==> src/logic/cancr_pkg.sv <==
// constants and types shared by the command and reset control ends
package cancr_pkg;
  localparam int          ADDR_W        = 5;
  localparam int          DATA_W        = 8;
  // register offsets
  localparam logic [4:0]  OFS_CTRL      = 5'h00;
  localparam logic [4:0]  OFS_CMD       = 5'h01;
  localparam logic [4:0]  OFS_STAT      = 5'h02;
  localparam logic [4:0]  OFS_PROT_LO   = 5'h04;
  localparam logic [4:0]  OFS_PROT_HI   = 5'h08;
  localparam int          PROT_N        = 5;
  // control register fields
  localparam int          CT_RESET_REQ  = 0;
  localparam int          CT_REF_OUT    = 5;
  localparam int          CT_EDGE_SYNC  = 6;
  localparam logic [7:0]  CT_FREE_MASK  = 8'h9e;
  localparam logic [7:0]  CTRL_RESET    = 8'h21;
  // command register fields
  localparam int          CM_SEND       = 0;
  localparam int          CM_ABORT      = 1;
  localparam int          CM_RELEASE    = 2;
  localparam int          CM_CLR_OVR    = 3;
  localparam int          CM_SLEEP      = 4;
  localparam int          CM_WAKE_SEL   = 5;
  localparam int          CM_SW_B       = 6;
  localparam int          CM_SW_A       = 7;
  localparam logic [3:0]  CM_ACTION_RD  = 4'hf;
  // status register fields
  localparam int          ST_RX_FULL    = 0;
  localparam int          ST_OVERRUN    = 1;
  localparam int          ST_TX_FREE    = 2;
  localparam int          ST_TX_DONE    = 3;
  localparam int          ST_TX_BUSY    = 5;
  localparam int          ST_BUS_OFF    = 7;
  // timing and buffer counts
  localparam logic [3:0]  BUS_FREE_BITS = 4'hb;
  localparam logic [7:0]  FREES_NORMAL  = 8'h01;
  localparam logic [7:0]  FREES_BUS_OFF = 8'h80;
  localparam logic [1:0]  RELEASE_GAP   = 2'h3;
  localparam logic [1:0]  RX_BUFS       = 2'h2;

  typedef enum logic [3:0] {
    MD_RESET = 4'h1,
    MD_WAIT  = 4'h2,
    MD_RUN   = 4'h4,
    MD_SLEEP = 4'h8
  } cancr_mode_t;
endpackage

==> src/logic/cancr_if.sv <==
// register port between the cpu end and the controller end
`timescale 1ns/1ns
`default_nettype none
interface cancr_if;
  logic [cancr_pkg::ADDR_W-1:0] addr;
  logic [cancr_pkg::DATA_W-1:0] wdata;
  logic                         wr;
  logic                         rd;
  logic [cancr_pkg::DATA_W-1:0] rdata;
  modport device (input addr, input wdata, input wr, input rd, output rdata);
  modport host   (output addr, output wdata, output wr, output rd, input rdata);
endinterface
`default_nettype wire

==> src/logic/cancr_device.sv <==
// controller end: command register, reset request, bus-free waits and sleep
//
// Design decision made here: the strobed register port.
`timescale 1ns/1ns
`default_nettype none
// Notes on behaviour
// - ref and sync bits change only under reset
// - external reset sets ref output, sync undefined
// - external reset or bus-off forces reset request
// - after cpu/external reset wait one bus-free
// - after bus-off wait 128 bus-free conditions
// - registers 4 to 8 only in reset
// - command bits 0..3 read back one
// - wake select picks single-ended or differential wake
// - sleep only without pending irq or activity
// - wake on sleep clear or activity, irq
// - bus wake blocks reception until bus-free
// - sleep bit reads real sleep state
// - clear overrun on one, zero ignored
// - cpu clears overrun with second release
// - release frees the cpu receive buffer
// - cpu spaces releases at least three clocks
// - abort cancels only a not-started send
// - send request only cancelled by abort or reset request
// - cpu checks completion after abort settles
// - switch bits read back current state
// - switch bits route comparators or reference
// - cpu writes wake select with sleep
// - reset request aborts traffic, clear resumes
module cancr_device (
  // clock and reset
  input  wire logic     ref_clk,
  input  wire logic     resetn,
  // cpu side
  cancr_if.device       bus,
  // external reset pin and bus state
  input  wire logic     extReset,
  input  wire logic     busOffEvent,
  input  wire logic     bitTick,
  input  wire logic     bitRecessive,
  input  wire logic     busActivity,
  input  wire logic     irqPending,
  // wake detectors
  input  wire logic     diffWake,
  input  wire logic     singleWakeA,
  input  wire logic     singleWakeB,
  // comparators and reference level
  input  wire logic     compA,
  input  wire logic     compB,
  input  wire logic     refLevel,
  // transfer layer
  input  wire logic     txStarted,
  input  wire logic     txFinished,
  input  wire logic     rxStored,
  // controller outputs
  output logic          inReset,
  output logic          busOn,
  output logic          sleeping,
  output logic          rxEnable,
  output logic          txRequest,
  output logic          wakeIrq,
  output logic          refOutEnable,
  output logic          edgeSync,
  output logic          busInA,
  output logic          busInB
);
  import cancr_pkg::*;
  typedef struct packed {
    cancr_mode_t         mode;
    logic [7:0]          ctrl;
    logic                swA;
    logic                swB;
    logic                wakeSel;
    logic                sleepReq;
    logic                txPend;
    logic                txBusy;
    logic                txDone;
    logic                overrun;
    logic [1:0]          rxCount;
    logic                busOff;
    logic                offCause;
    logic                rxBlock;
    logic [7:0]          freesLeft;
    logic [3:0]          recBits;
    logic                wakeIrq;
    logic                inA;
    logic                inB;
    logic [PROT_N-1:0][7:0] prot;
    logic [7:0]          rdata;
  } cancr_dev_state_t;

  cancr_dev_state_t s;
  cancr_dev_state_t n;

  function automatic logic isProt(input logic [ADDR_W-1:0] a);
    isProt = (a >= OFS_PROT_LO) && (a <= OFS_PROT_HI);
  endfunction

  logic busFree;
  logic wakeEvent;
  logic wrCtrl;
  logic wrCmd;
  logic [7:0] status;
  logic [2:0] protIdx;

  always_comb begin
    busFree   = bitTick && bitRecessive && (s.recBits == BUS_FREE_BITS - 4'h1);
    wakeEvent = s.wakeSel ? (singleWakeA || singleWakeB) : diffWake;
    wrCtrl    = bus.wr && (bus.addr == OFS_CTRL);
    wrCmd     = bus.wr && (bus.addr == OFS_CMD);
    protIdx   = 3'(bus.addr - OFS_PROT_LO);
    status    = 8'h00;
    status[ST_BUS_OFF] = s.busOff;
    status[ST_TX_BUSY] = s.txBusy;
    status[ST_TX_DONE] = s.txDone;
    status[ST_TX_FREE] = !s.txPend;
    status[ST_OVERRUN] = s.overrun;
    status[ST_RX_FULL] = (s.rxCount != 2'h0);
  end

  always_comb begin
    n = s;
    n.wakeIrq = 1'b0;
    // eleven recessive bit times in a row make one bus-free condition
    if (bitTick) begin
      n.recBits = (!bitRecessive || busFree) ? 4'h0 : s.recBits + 4'h1;
    end
    if (busFree) begin
      n.rxBlock = 1'b0;
    end
    // control register
    if (wrCtrl) begin
      n.ctrl = (s.ctrl & ~CT_FREE_MASK) | (bus.wdata & CT_FREE_MASK);
      n.ctrl[CT_RESET_REQ] = bus.wdata[CT_RESET_REQ];
      if (s.ctrl[CT_RESET_REQ]) begin
        n.ctrl[CT_REF_OUT]   = bus.wdata[CT_REF_OUT];
        n.ctrl[CT_EDGE_SYNC] = bus.wdata[CT_EDGE_SYNC];
      end
      if (s.ctrl[CT_RESET_REQ] && !bus.wdata[CT_RESET_REQ]) begin
        // leaving reset: a bus-off reset asks for the long wait
        n.freesLeft = s.offCause ? FREES_BUS_OFF : FREES_NORMAL;
        n.mode      = MD_WAIT;
      end
    end
    // command register; action bits fire only on a written one
    if (wrCmd) begin
      n.swA     = bus.wdata[CM_SW_A];
      n.swB     = bus.wdata[CM_SW_B];
      n.wakeSel = bus.wdata[CM_WAKE_SEL];
      n.sleepReq = bus.wdata[CM_SLEEP];
      if (bus.wdata[CM_SEND] && !s.ctrl[CT_RESET_REQ] && !s.txPend) begin
        n.txPend = 1'b1;
        n.txDone = 1'b0;
      end
      if (bus.wdata[CM_ABORT] && s.txPend && !s.txBusy) begin
        n.txPend = 1'b0;
      end
      if (bus.wdata[CM_RELEASE] && s.rxCount != 2'h0) begin
        n.rxCount = s.rxCount - 2'h1;
      end
      if (bus.wdata[CM_CLR_OVR]) begin
        n.overrun = 1'b0;
      end
    end
    // protocol registers at 4..8 accept writes only under reset
    if (bus.wr && isProt(bus.addr) && s.ctrl[CT_RESET_REQ]) begin
      n.prot[protIdx] = bus.wdata;
    end
    // routing, both switches low holds the last route
    case ({s.swA, s.swB})
      2'b11: begin
        n.inA = compA;
        n.inB = compB;
      end
      2'b10: begin
        n.inA = compA;
        n.inB = refLevel;
      end
      2'b01: begin
        n.inA = refLevel;
        n.inB = compB;
      end
      default: begin
      end
    endcase
    // transfer layer events
    if (txStarted && s.txPend && s.mode == MD_RUN) begin
      n.txBusy = 1'b1;
    end
    if (txFinished && s.txBusy) begin
      n.txBusy = 1'b0;
      n.txPend = 1'b0;
      n.txDone = 1'b1;
    end
    if (rxStored && s.mode == MD_RUN && !s.rxBlock) begin
      // a new overrun beats a clear in the same cycle
      if (n.rxCount == RX_BUFS) begin
        n.overrun = 1'b1;
      end else begin
        n.rxCount = n.rxCount + 2'h1;
      end
    end
    // operating mode
    case (s.mode)
      MD_RESET: begin
      end
      MD_WAIT: begin
        if (busFree) begin
          n.freesLeft = s.freesLeft - 8'h01;
          if (s.freesLeft == 8'h01) begin
            n.mode     = MD_RUN;
            n.busOff   = 1'b0;
            n.offCause = 1'b0;
          end
        end
      end
      MD_RUN: begin
        if (n.sleepReq && !irqPending && !busActivity && !s.txBusy) begin
          n.mode = MD_SLEEP;
        end
      end
      MD_SLEEP: begin
        if (!n.sleepReq || wakeEvent) begin
          n.mode    = MD_RUN;
          n.wakeIrq = 1'b1;
          if (wakeEvent) begin
            // the waking frame is lost; listen again after bus-free
            n.rxBlock  = 1'b1;
            n.sleepReq = 1'b0;
          end
        end
      end
      default: n.mode = MD_RESET;
    endcase
    // forced reset and reset request win over everything above
    if (busOffEvent) begin
      n.busOff   = 1'b1;
      n.offCause = 1'b1;
    end
    if (extReset || busOffEvent) begin
      n.ctrl[CT_RESET_REQ] = 1'b1;
    end
    if (extReset) begin
      n.ctrl[CT_REF_OUT] = 1'b1;
      n.offCause         = 1'b0;
    end
    if (n.ctrl[CT_RESET_REQ]) begin
      n.mode   = MD_RESET;
      n.txPend = 1'b0;
      n.txBusy = 1'b0;
    end
    // read data one cycle after the strobe
    n.rdata = 8'h00;
    if (bus.rd) begin
      if (bus.addr == OFS_CTRL) begin
        n.rdata = s.ctrl;
      end else if (bus.addr == OFS_CMD) begin
        n.rdata = {s.swA, s.swB, s.wakeSel, (s.mode == MD_SLEEP), CM_ACTION_RD};
      end else if (bus.addr == OFS_STAT) begin
        n.rdata = status;
      end else if (isProt(bus.addr) && s.ctrl[CT_RESET_REQ]) begin
        n.rdata = s.prot[protIdx];
      end
    end
  end

  always_ff @(posedge ref_clk or negedge resetn) begin
    if (!resetn) begin
      s      <= '0;
      s.mode <= MD_RESET;
      s.ctrl <= CTRL_RESET;
    end else begin
      s <= n;
    end
  end

  assign bus.rdata    = s.rdata;
  assign inReset      = s.ctrl[CT_RESET_REQ];
  assign busOn        = !s.busOff;
  assign sleeping     = (s.mode == MD_SLEEP);
  assign rxEnable     = (s.mode == MD_RUN) && !s.rxBlock;
  assign txRequest    = s.txPend && !s.txBusy && (s.mode == MD_RUN);
  assign wakeIrq      = s.wakeIrq;
  assign refOutEnable = s.ctrl[CT_REF_OUT];
  assign edgeSync     = s.ctrl[CT_EDGE_SYNC];
  assign busInA       = s.inA;
  assign busInB       = s.inB;
endmodule
`default_nettype wire

==> src/flat_wrapper.sv <==
// flat-port wrapper written by rule: the top's interface ports become plain ports
module cancr_device_flat import cancr_pkg::*;
  (ref_clk, resetn, extReset, busOffEvent, bitTick, bitRecessive, busActivity, irqPending, diffWake, singleWakeA, singleWakeB, compA, compB, refLevel, txStarted, txFinished, rxStored, inReset, busOn, sleeping, rxEnable, txRequest, wakeIrq, refOutEnable, edgeSync, busInA, busInB, bus_addr, bus_wdata, bus_wr, bus_rd, bus_rdata);
  cancr_if bus_i ();
  input  wire logic ref_clk;
  input  wire logic resetn;
  input  wire logic extReset;
  input  wire logic busOffEvent;
  input  wire logic bitTick;
  input  wire logic bitRecessive;
  input  wire logic busActivity;
  input  wire logic irqPending;
  input  wire logic diffWake;
  input  wire logic singleWakeA;
  input  wire logic singleWakeB;
  input  wire logic compA;
  input  wire logic compB;
  input  wire logic refLevel;
  input  wire logic txStarted;
  input  wire logic txFinished;
  input  wire logic rxStored;
  output logic inReset;
  output logic busOn;
  output logic sleeping;
  output logic rxEnable;
  output logic txRequest;
  output logic wakeIrq;
  output logic refOutEnable;
  output logic edgeSync;
  output logic busInA;
  output logic busInB;
  input wire logic [$bits(bus_i.addr)-1:0] bus_addr;
  input wire logic [$bits(bus_i.wdata)-1:0] bus_wdata;
  input wire logic [$bits(bus_i.wr)-1:0] bus_wr;
  input wire logic [$bits(bus_i.rd)-1:0] bus_rd;
  output wire logic [$bits(bus_i.rdata)-1:0] bus_rdata;
  assign bus_i.addr = bus_addr;
  assign bus_i.wdata = bus_wdata;
  assign bus_i.wr = bus_wr;
  assign bus_i.rd = bus_rd;
  assign bus_rdata = bus_i.rdata;
  cancr_device u_core (.ref_clk(ref_clk), .resetn(resetn), .bus(bus_i), .extReset(extReset), .busOffEvent(busOffEvent), .bitTick(bitTick), .bitRecessive(bitRecessive), .busActivity(busActivity), .irqPending(irqPending), .diffWake(diffWake), .singleWakeA(singleWakeA), .singleWakeB(singleWakeB), .compA(compA), .compB(compB), .refLevel(refLevel), .txStarted(txStarted), .txFinished(txFinished), .rxStored(rxStored), .inReset(inReset), .busOn(busOn), .sleeping(sleeping), .rxEnable(rxEnable), .txRequest(txRequest), .wakeIrq(wakeIrq), .refOutEnable(refOutEnable), .edgeSync(edgeSync), .busInA(busInA), .busInB(busInB));
endmodule
==> config.mk <==
export PLATFORM = sky130hd
export DESIGN_NAME = cancr_device_flat
export DESIGN_NICKNAME = d
export VERILOG_FILES = /design/src/logic/cancr_pkg.sv /design/src/logic/cancr_if.sv /design/src/logic/cancr_device.sv /design/src/flat_wrapper.sv
export SDC_FILE = /design/constraint.sdc
export NUM_CORES = 1
export LEC_CHECK = 0
export BUFFER_PORTS_ARGS = -buffer_cell sky130_fd_sc_hd__buf_2
export CAP_MARGIN = 20
export CORE_MARGIN = 2
export CORE_UTILIZATION = 40
export CTS_CLUSTER_DIAMETER = 200
export DETAILED_ROUTE_END_ITERATION = 10
export PLACE_DENSITY = 0.62
export RECOVER_POWER = 100
export SYNTH_ARGS = -nofsm -noshare
export SYNTH_HDL_FRONTEND = slang
export SYNTH_SLANG_ARGS = --single-unit
export TNS_END_PERCENT = 50
==> constraint.sdc <==
create_clock -name ref_clk -period 2.1 [get_ports ref_clk]
set_clock_uncertainty 0.1 [all_clocks]
set_input_delay 0.315 -clock ref_clk [delete_from_list [all_inputs] [get_ports ref_clk]]
set_output_delay 0.315 -clock ref_clk [all_outputs]
set_load 0.005 [all_outputs]
Word-level counts from Yosys, hierarchy flattened
Index checks and enable logic that the tools add are counted.
{ "word_totals": {"ff_bits": 88, "input_bits": 32, "out_inout_bits": 18, "wordCells": 164} }
{ "classes": {"n_addsub": 5, "order_cmp": 4, "n_eq_ne": 12, "n_mux": 56, "n_bitwise": 1, "n_reduce_logical": 59} }
{ "ops": {"columns": ["op", "n"], "rows": [
  ["$mux W8", 12],
  ["$bwmux W40", 1],
  ["$mux W4", 8],
  ["$logic_and A1 B1 Y1", 26],
  ["$bmux W8 S3", 1],
  ["$demux W8 S3", 1],
  ["$mux W1", 19],
  ["$mux W2", 9],
  ["$reduce_bool A3 Y1", 6],
  ["$pmux W4 S4", 1],
  ["$reduce_bool A2 Y1", 7],
  ["$mux W12", 1],
  ["$logic_not A1 Y1", 10],
  ["$eq A4 B4 Y1 const B", 2],
  ["$eq A8 B1 Y1 const B", 1],
  ["$or A7 B8 Y8", 1],
  ["$sub A8 B1 Y8 const B", 1],
  ["$eq A2 B2 Y1 const B", 3],
  ["$mux W3", 2],
  ["$pmux W2 S3", 1],
  ["$reduce_and A3 Y1", 2],
  ["$eq A5 B1 Y1 const B", 1],
  ["$eq A5 B2 Y1 const B", 1],
  ["$ge A5 B3 Y1 const B", 1],
  ["other kinds (15)", 19]
]} }

Depth between registers and ports, before layout
{ "depth": {"word_depth": 12, "ltp_mapped": 9} }

Worst setup path after synthesis
OpenSTA, ideal clock, no wires.
{ "synth_timing": {"path_kind": "input -> register", "startpoint": "in bus_addr[1]", "endpoint": "reg u_core.s[67] (netlist bit)", "setup_time_ps": 79, "arrival_time_ps": 2298, "required_ps": 1921, "path_slack_ps": -377, "stages": 8, "path_cell_list": "or4_1 > nor2_1 > clkbuf_1 > and3b_1 > mux2_2 > inv_1 > ha_1 > mux2i_1"} }
{ "synth_rtl": {"columns": ["item", "line_no", "source"], "rows": [
  ["start, declared", "flat_wrapper.sv:32", "input wire logic [$bits(bus_i.addr)-1:0] bus_addr;"],
  ["end signal, assigned", "cancr_device.sv:273", "s <= n;"],
  ["end, declared", "cancr_device.sv:92", "cancr_dev_state_t s;"]
]} }

==> impl_metrics.py <==
metrics = {
    "status": {
        "outcome": "finished clean",
    },
    "grt": {
        "track_usage": 0.189,
        "overflow": 0,
        "grt_max_degree": 32,
        "grt_first_pass_wirelength_um": 17300,
        "antenna_found_initial": 0,
        "grt_pass1_vias": 3344,
    },
    "cts": {
        "cts_sinks": 88,
        "cts_tree": "done",
        "htree_num_levels": 3,
        "clock_latency_ns": 0.33,
        "clockRootBuffer": "clkbuf_16",
        "clkTransAtPathRegs_ns": 0.06,
        "cts_buffers": 9,
        "clockBufferDepth": 2,
    },
    "timing": {
        "timing.final.crit_period_ns": 2.06,
        "hold_violations": 0,
        "tns_ns": 0,
        "maxSlewHeadroom": 0.466,
        "slew_violations": 0,
        "setup_viol": 0,
        "max_freq_mhz": 486,
        "tightest_slew_ns": 0.801,
        "rsz0062_at_grt": "yes",
        "fin_crit_sh": 0.979,
    },
    "worst_setup_path": {
        "crit_fanout": 4,
        "crit_required_ns": 2.26,
        "cp-start-kind": "input port",
        "path_class": "input port to register",
        "worst-endpoint-arrival_ns": 2.21,
        "end_kind": "register",
    },
    "worst_hold_path": {
        "holdCritPathClass": "input port to register",
    },
    "die": {
        "dieHeight_um": 110,
        "fp.dieW_um": 110,
        "row_count": 38,
        "io_pins": 50,
        "initial_core_util": 0.413,
        "fp.coreArea_mm2": 0.0109,
        "fp.dieArea_mm2": 0.0122,
    },
    "layout": {
        "nNetsFinal": 529,
        "area_growth_pct": 21.6,
        "layout-drive-gt1-share": 0.341,
        "final_cell_mix": "dfrtp_1 (85), mux2_2 (39), buf_2 (38)",
        "n_fill_cell": 1035,
        "final_util": 0.502,
        "final_common_cell": "dfrtp_1",
        "n_antenna_cell": 0,
        "stdcell_count": 632,
    },
    "logic_synthesis": {
        "synth_edf_count": 0,
        "syn_nets": 451,
        "synth-seq-cells": 88,
        "syn_avg_cell_area_um2": 11.0,
        "yosysSeqAreaShare": 0.489,
        "ys.flop_type": "dfrtp_1",
        "syn_inst": 409,
        "synth.distinct_cells": 59,
        "yosysWarnings": 0,
        "syn_area_mm2": 0.00452,
        "ys_async_sr_fraction": 1.00,
    },
    "placed_design": {
        "dp_hpwl_um": 7840,
        "routabilityCongestion": 0.862,
        "port_buffers": 49,
        "placedCellCount": 612,
    },
    "drt": {
        "routed-wl-met3_um": 406,
        "postRouteAntennaNets": 0,
        "drtIter0Drc": 202,
        "vias_per_cell": 5.32,
        "drc": 0,
        "wl_um": 10800,
        "highest_layer": "met4",
        "wirelength_met1_um": 5100,
        "wl_met2_um": 5080,
        "firstDrtPassIters": 4,
        "avgRoutedWirePerCell_um": 17.1,
        "vias": 3363,
    },
    "power": {
        "max-vdd-ir-drop_mv": 0.313,
        "p_leak_nw": 2.61,
        "powerDensity_mw_per_mm2": 796,
    },
    "run": {
        "cap_violations": 0,
    },
}
worst max-delay path, stage by stage:
cell     delay (ns)
buf_2          0.11
buf_6          0.11
or4_4          0.52
nor2_4         0.20
and3b_2        0.23
mux2_4         0.34
inv_2          0.08
ha_4           0.19
mux2i_1        0.12
through the flow:
stage | setup WS, ns | cell area (um2) | total power [mW] | hold slack [ns]
finish | 0.0440 | 5490 | 4.37 | 0.0695
global route | -0.0175 | 5490 | 4.58 | 0.0817
global placement | -0.307 | 5150 | 2.73 | 0.193
CTS | 0.0142 | 5460 | 4.40 | 0.0668
floorplan | -0.172 | 4580 | 2.50 | -0.0806
detailed placement | -0.387 | 5150 | 2.77 | 0.195
per-layer routing:
layer  track usage  vias to the layer above
met5             0                        -
met4        0.0804                        0
met3        0.0276                       17
met2         0.305                       61
met1         0.256                     1655
li1              -                     1630
layout make-up:
class | count | area (um2) | share of cell area
clock buffer | 13 | 260 | 0.0474
tap | 140 | 175 | 0.0319
clock inverter | 3 | 40.0 | 0.00729
sequential | 88 | 2210 | 0.402
multi-input combinational | 276 | 2170 | 0.396
inverter | 20 | 75.1 | 0.0137
timing repair buffer | 92 | 562 | 0.102
report_power, final:
group          switching, mW  internal (mW)
clock network          0.636          0.984
registers              0.120           1.91
logic                  0.358          0.367
total                   1.11           3.26
registers in the layout (all words and copies together), names as in the netlist:
name	count
u_core.busInA	1
u_core.s	74
u_core.wakeIrq	1
u_core.inReset	1
u_core.busInB	1
u_core.edgeSync	1
u_core.bus.rdata	8
u_core.refOutEnable	1
synth_stat cells, drive strengths merged, types with 2 or more instances:
cell     number  area, um2
nor2         31        119
a22o          3       26.3
o41ai         2       17.5
nand2b        9       56.3
nor4          3       18.8
mux4          3       67.6
buf          14       95.1
nand3         8       45.0
mux2i        13        130
a221oi        3       26.3
and2          3       18.8
nand4         3       25.0
and3          2       12.5
or4           4       30.0
ha           10        125
nor4b         3       26.3
a21o          4       30.0
clkbuf       11       41.3
o2bb2ai       5       43.8
xnor2         3       26.3
nor3          6       41.3
or4b          2       20.0
dfrtp        85       2130
dfstp         3       78.8
o221a         4       45.0
a2bb2oi       3       26.3
nand2        21       78.8
nor2b         4       25.0
o21ai        27        135
mux2         48        571
or3           5       31.3
a31oi         2       12.5
a21oi        25        125
a211o         2       17.5
a32o          2       20.0
inv          20       75.1
logic make-up after synthesis:
group                    after synthesis  share of synthesized area
buffers and inverters                 45                     0.0468
adder cells (fa/ha/maj)               10                     0.0277
AO/OA/AOI/OAI                         89                      0.129
XOR/XNOR                               4                    0.00776
multiplexers                          64                      0.170
AND/OR/NAND/NOR                      109                      0.130
flip-flops                            88                      0.489
path summary, 6_finish.rpt:
| check | slack (ns) | to | startpoint | cells past startpoint |
|---|---|---|---|---|
| setup / recovery | 0.04 | u_core.s[67] | bus_addr[1] | 9 |
| hold / removal | 0.07 | u_core.s[64] | extReset | 2 |
| setup reg to reg | 0.12 | u_core.s[44] | u_core.inReset | 5 |
| hold reg to reg | 0.39 | u_core.s[61] | u_core.s[61] | 1 |
| max in group asynchronous | 0.35 | u_core.s[75] | resetn | 3 |
| min in group asynchronous | 0.51 | u_core.s[8] | resetn | 2 |
timing repair:
item | CTS | global route
hold buffers | 1 | 0
endpoints found under the setup margin | 2 | 16
resized for setup | 3 | 10
pin swaps | 0 | 4
buffers inserted | 0 | 3
hold endpoints to repair | 26 | 0
(Power assumes the default switching activity.)
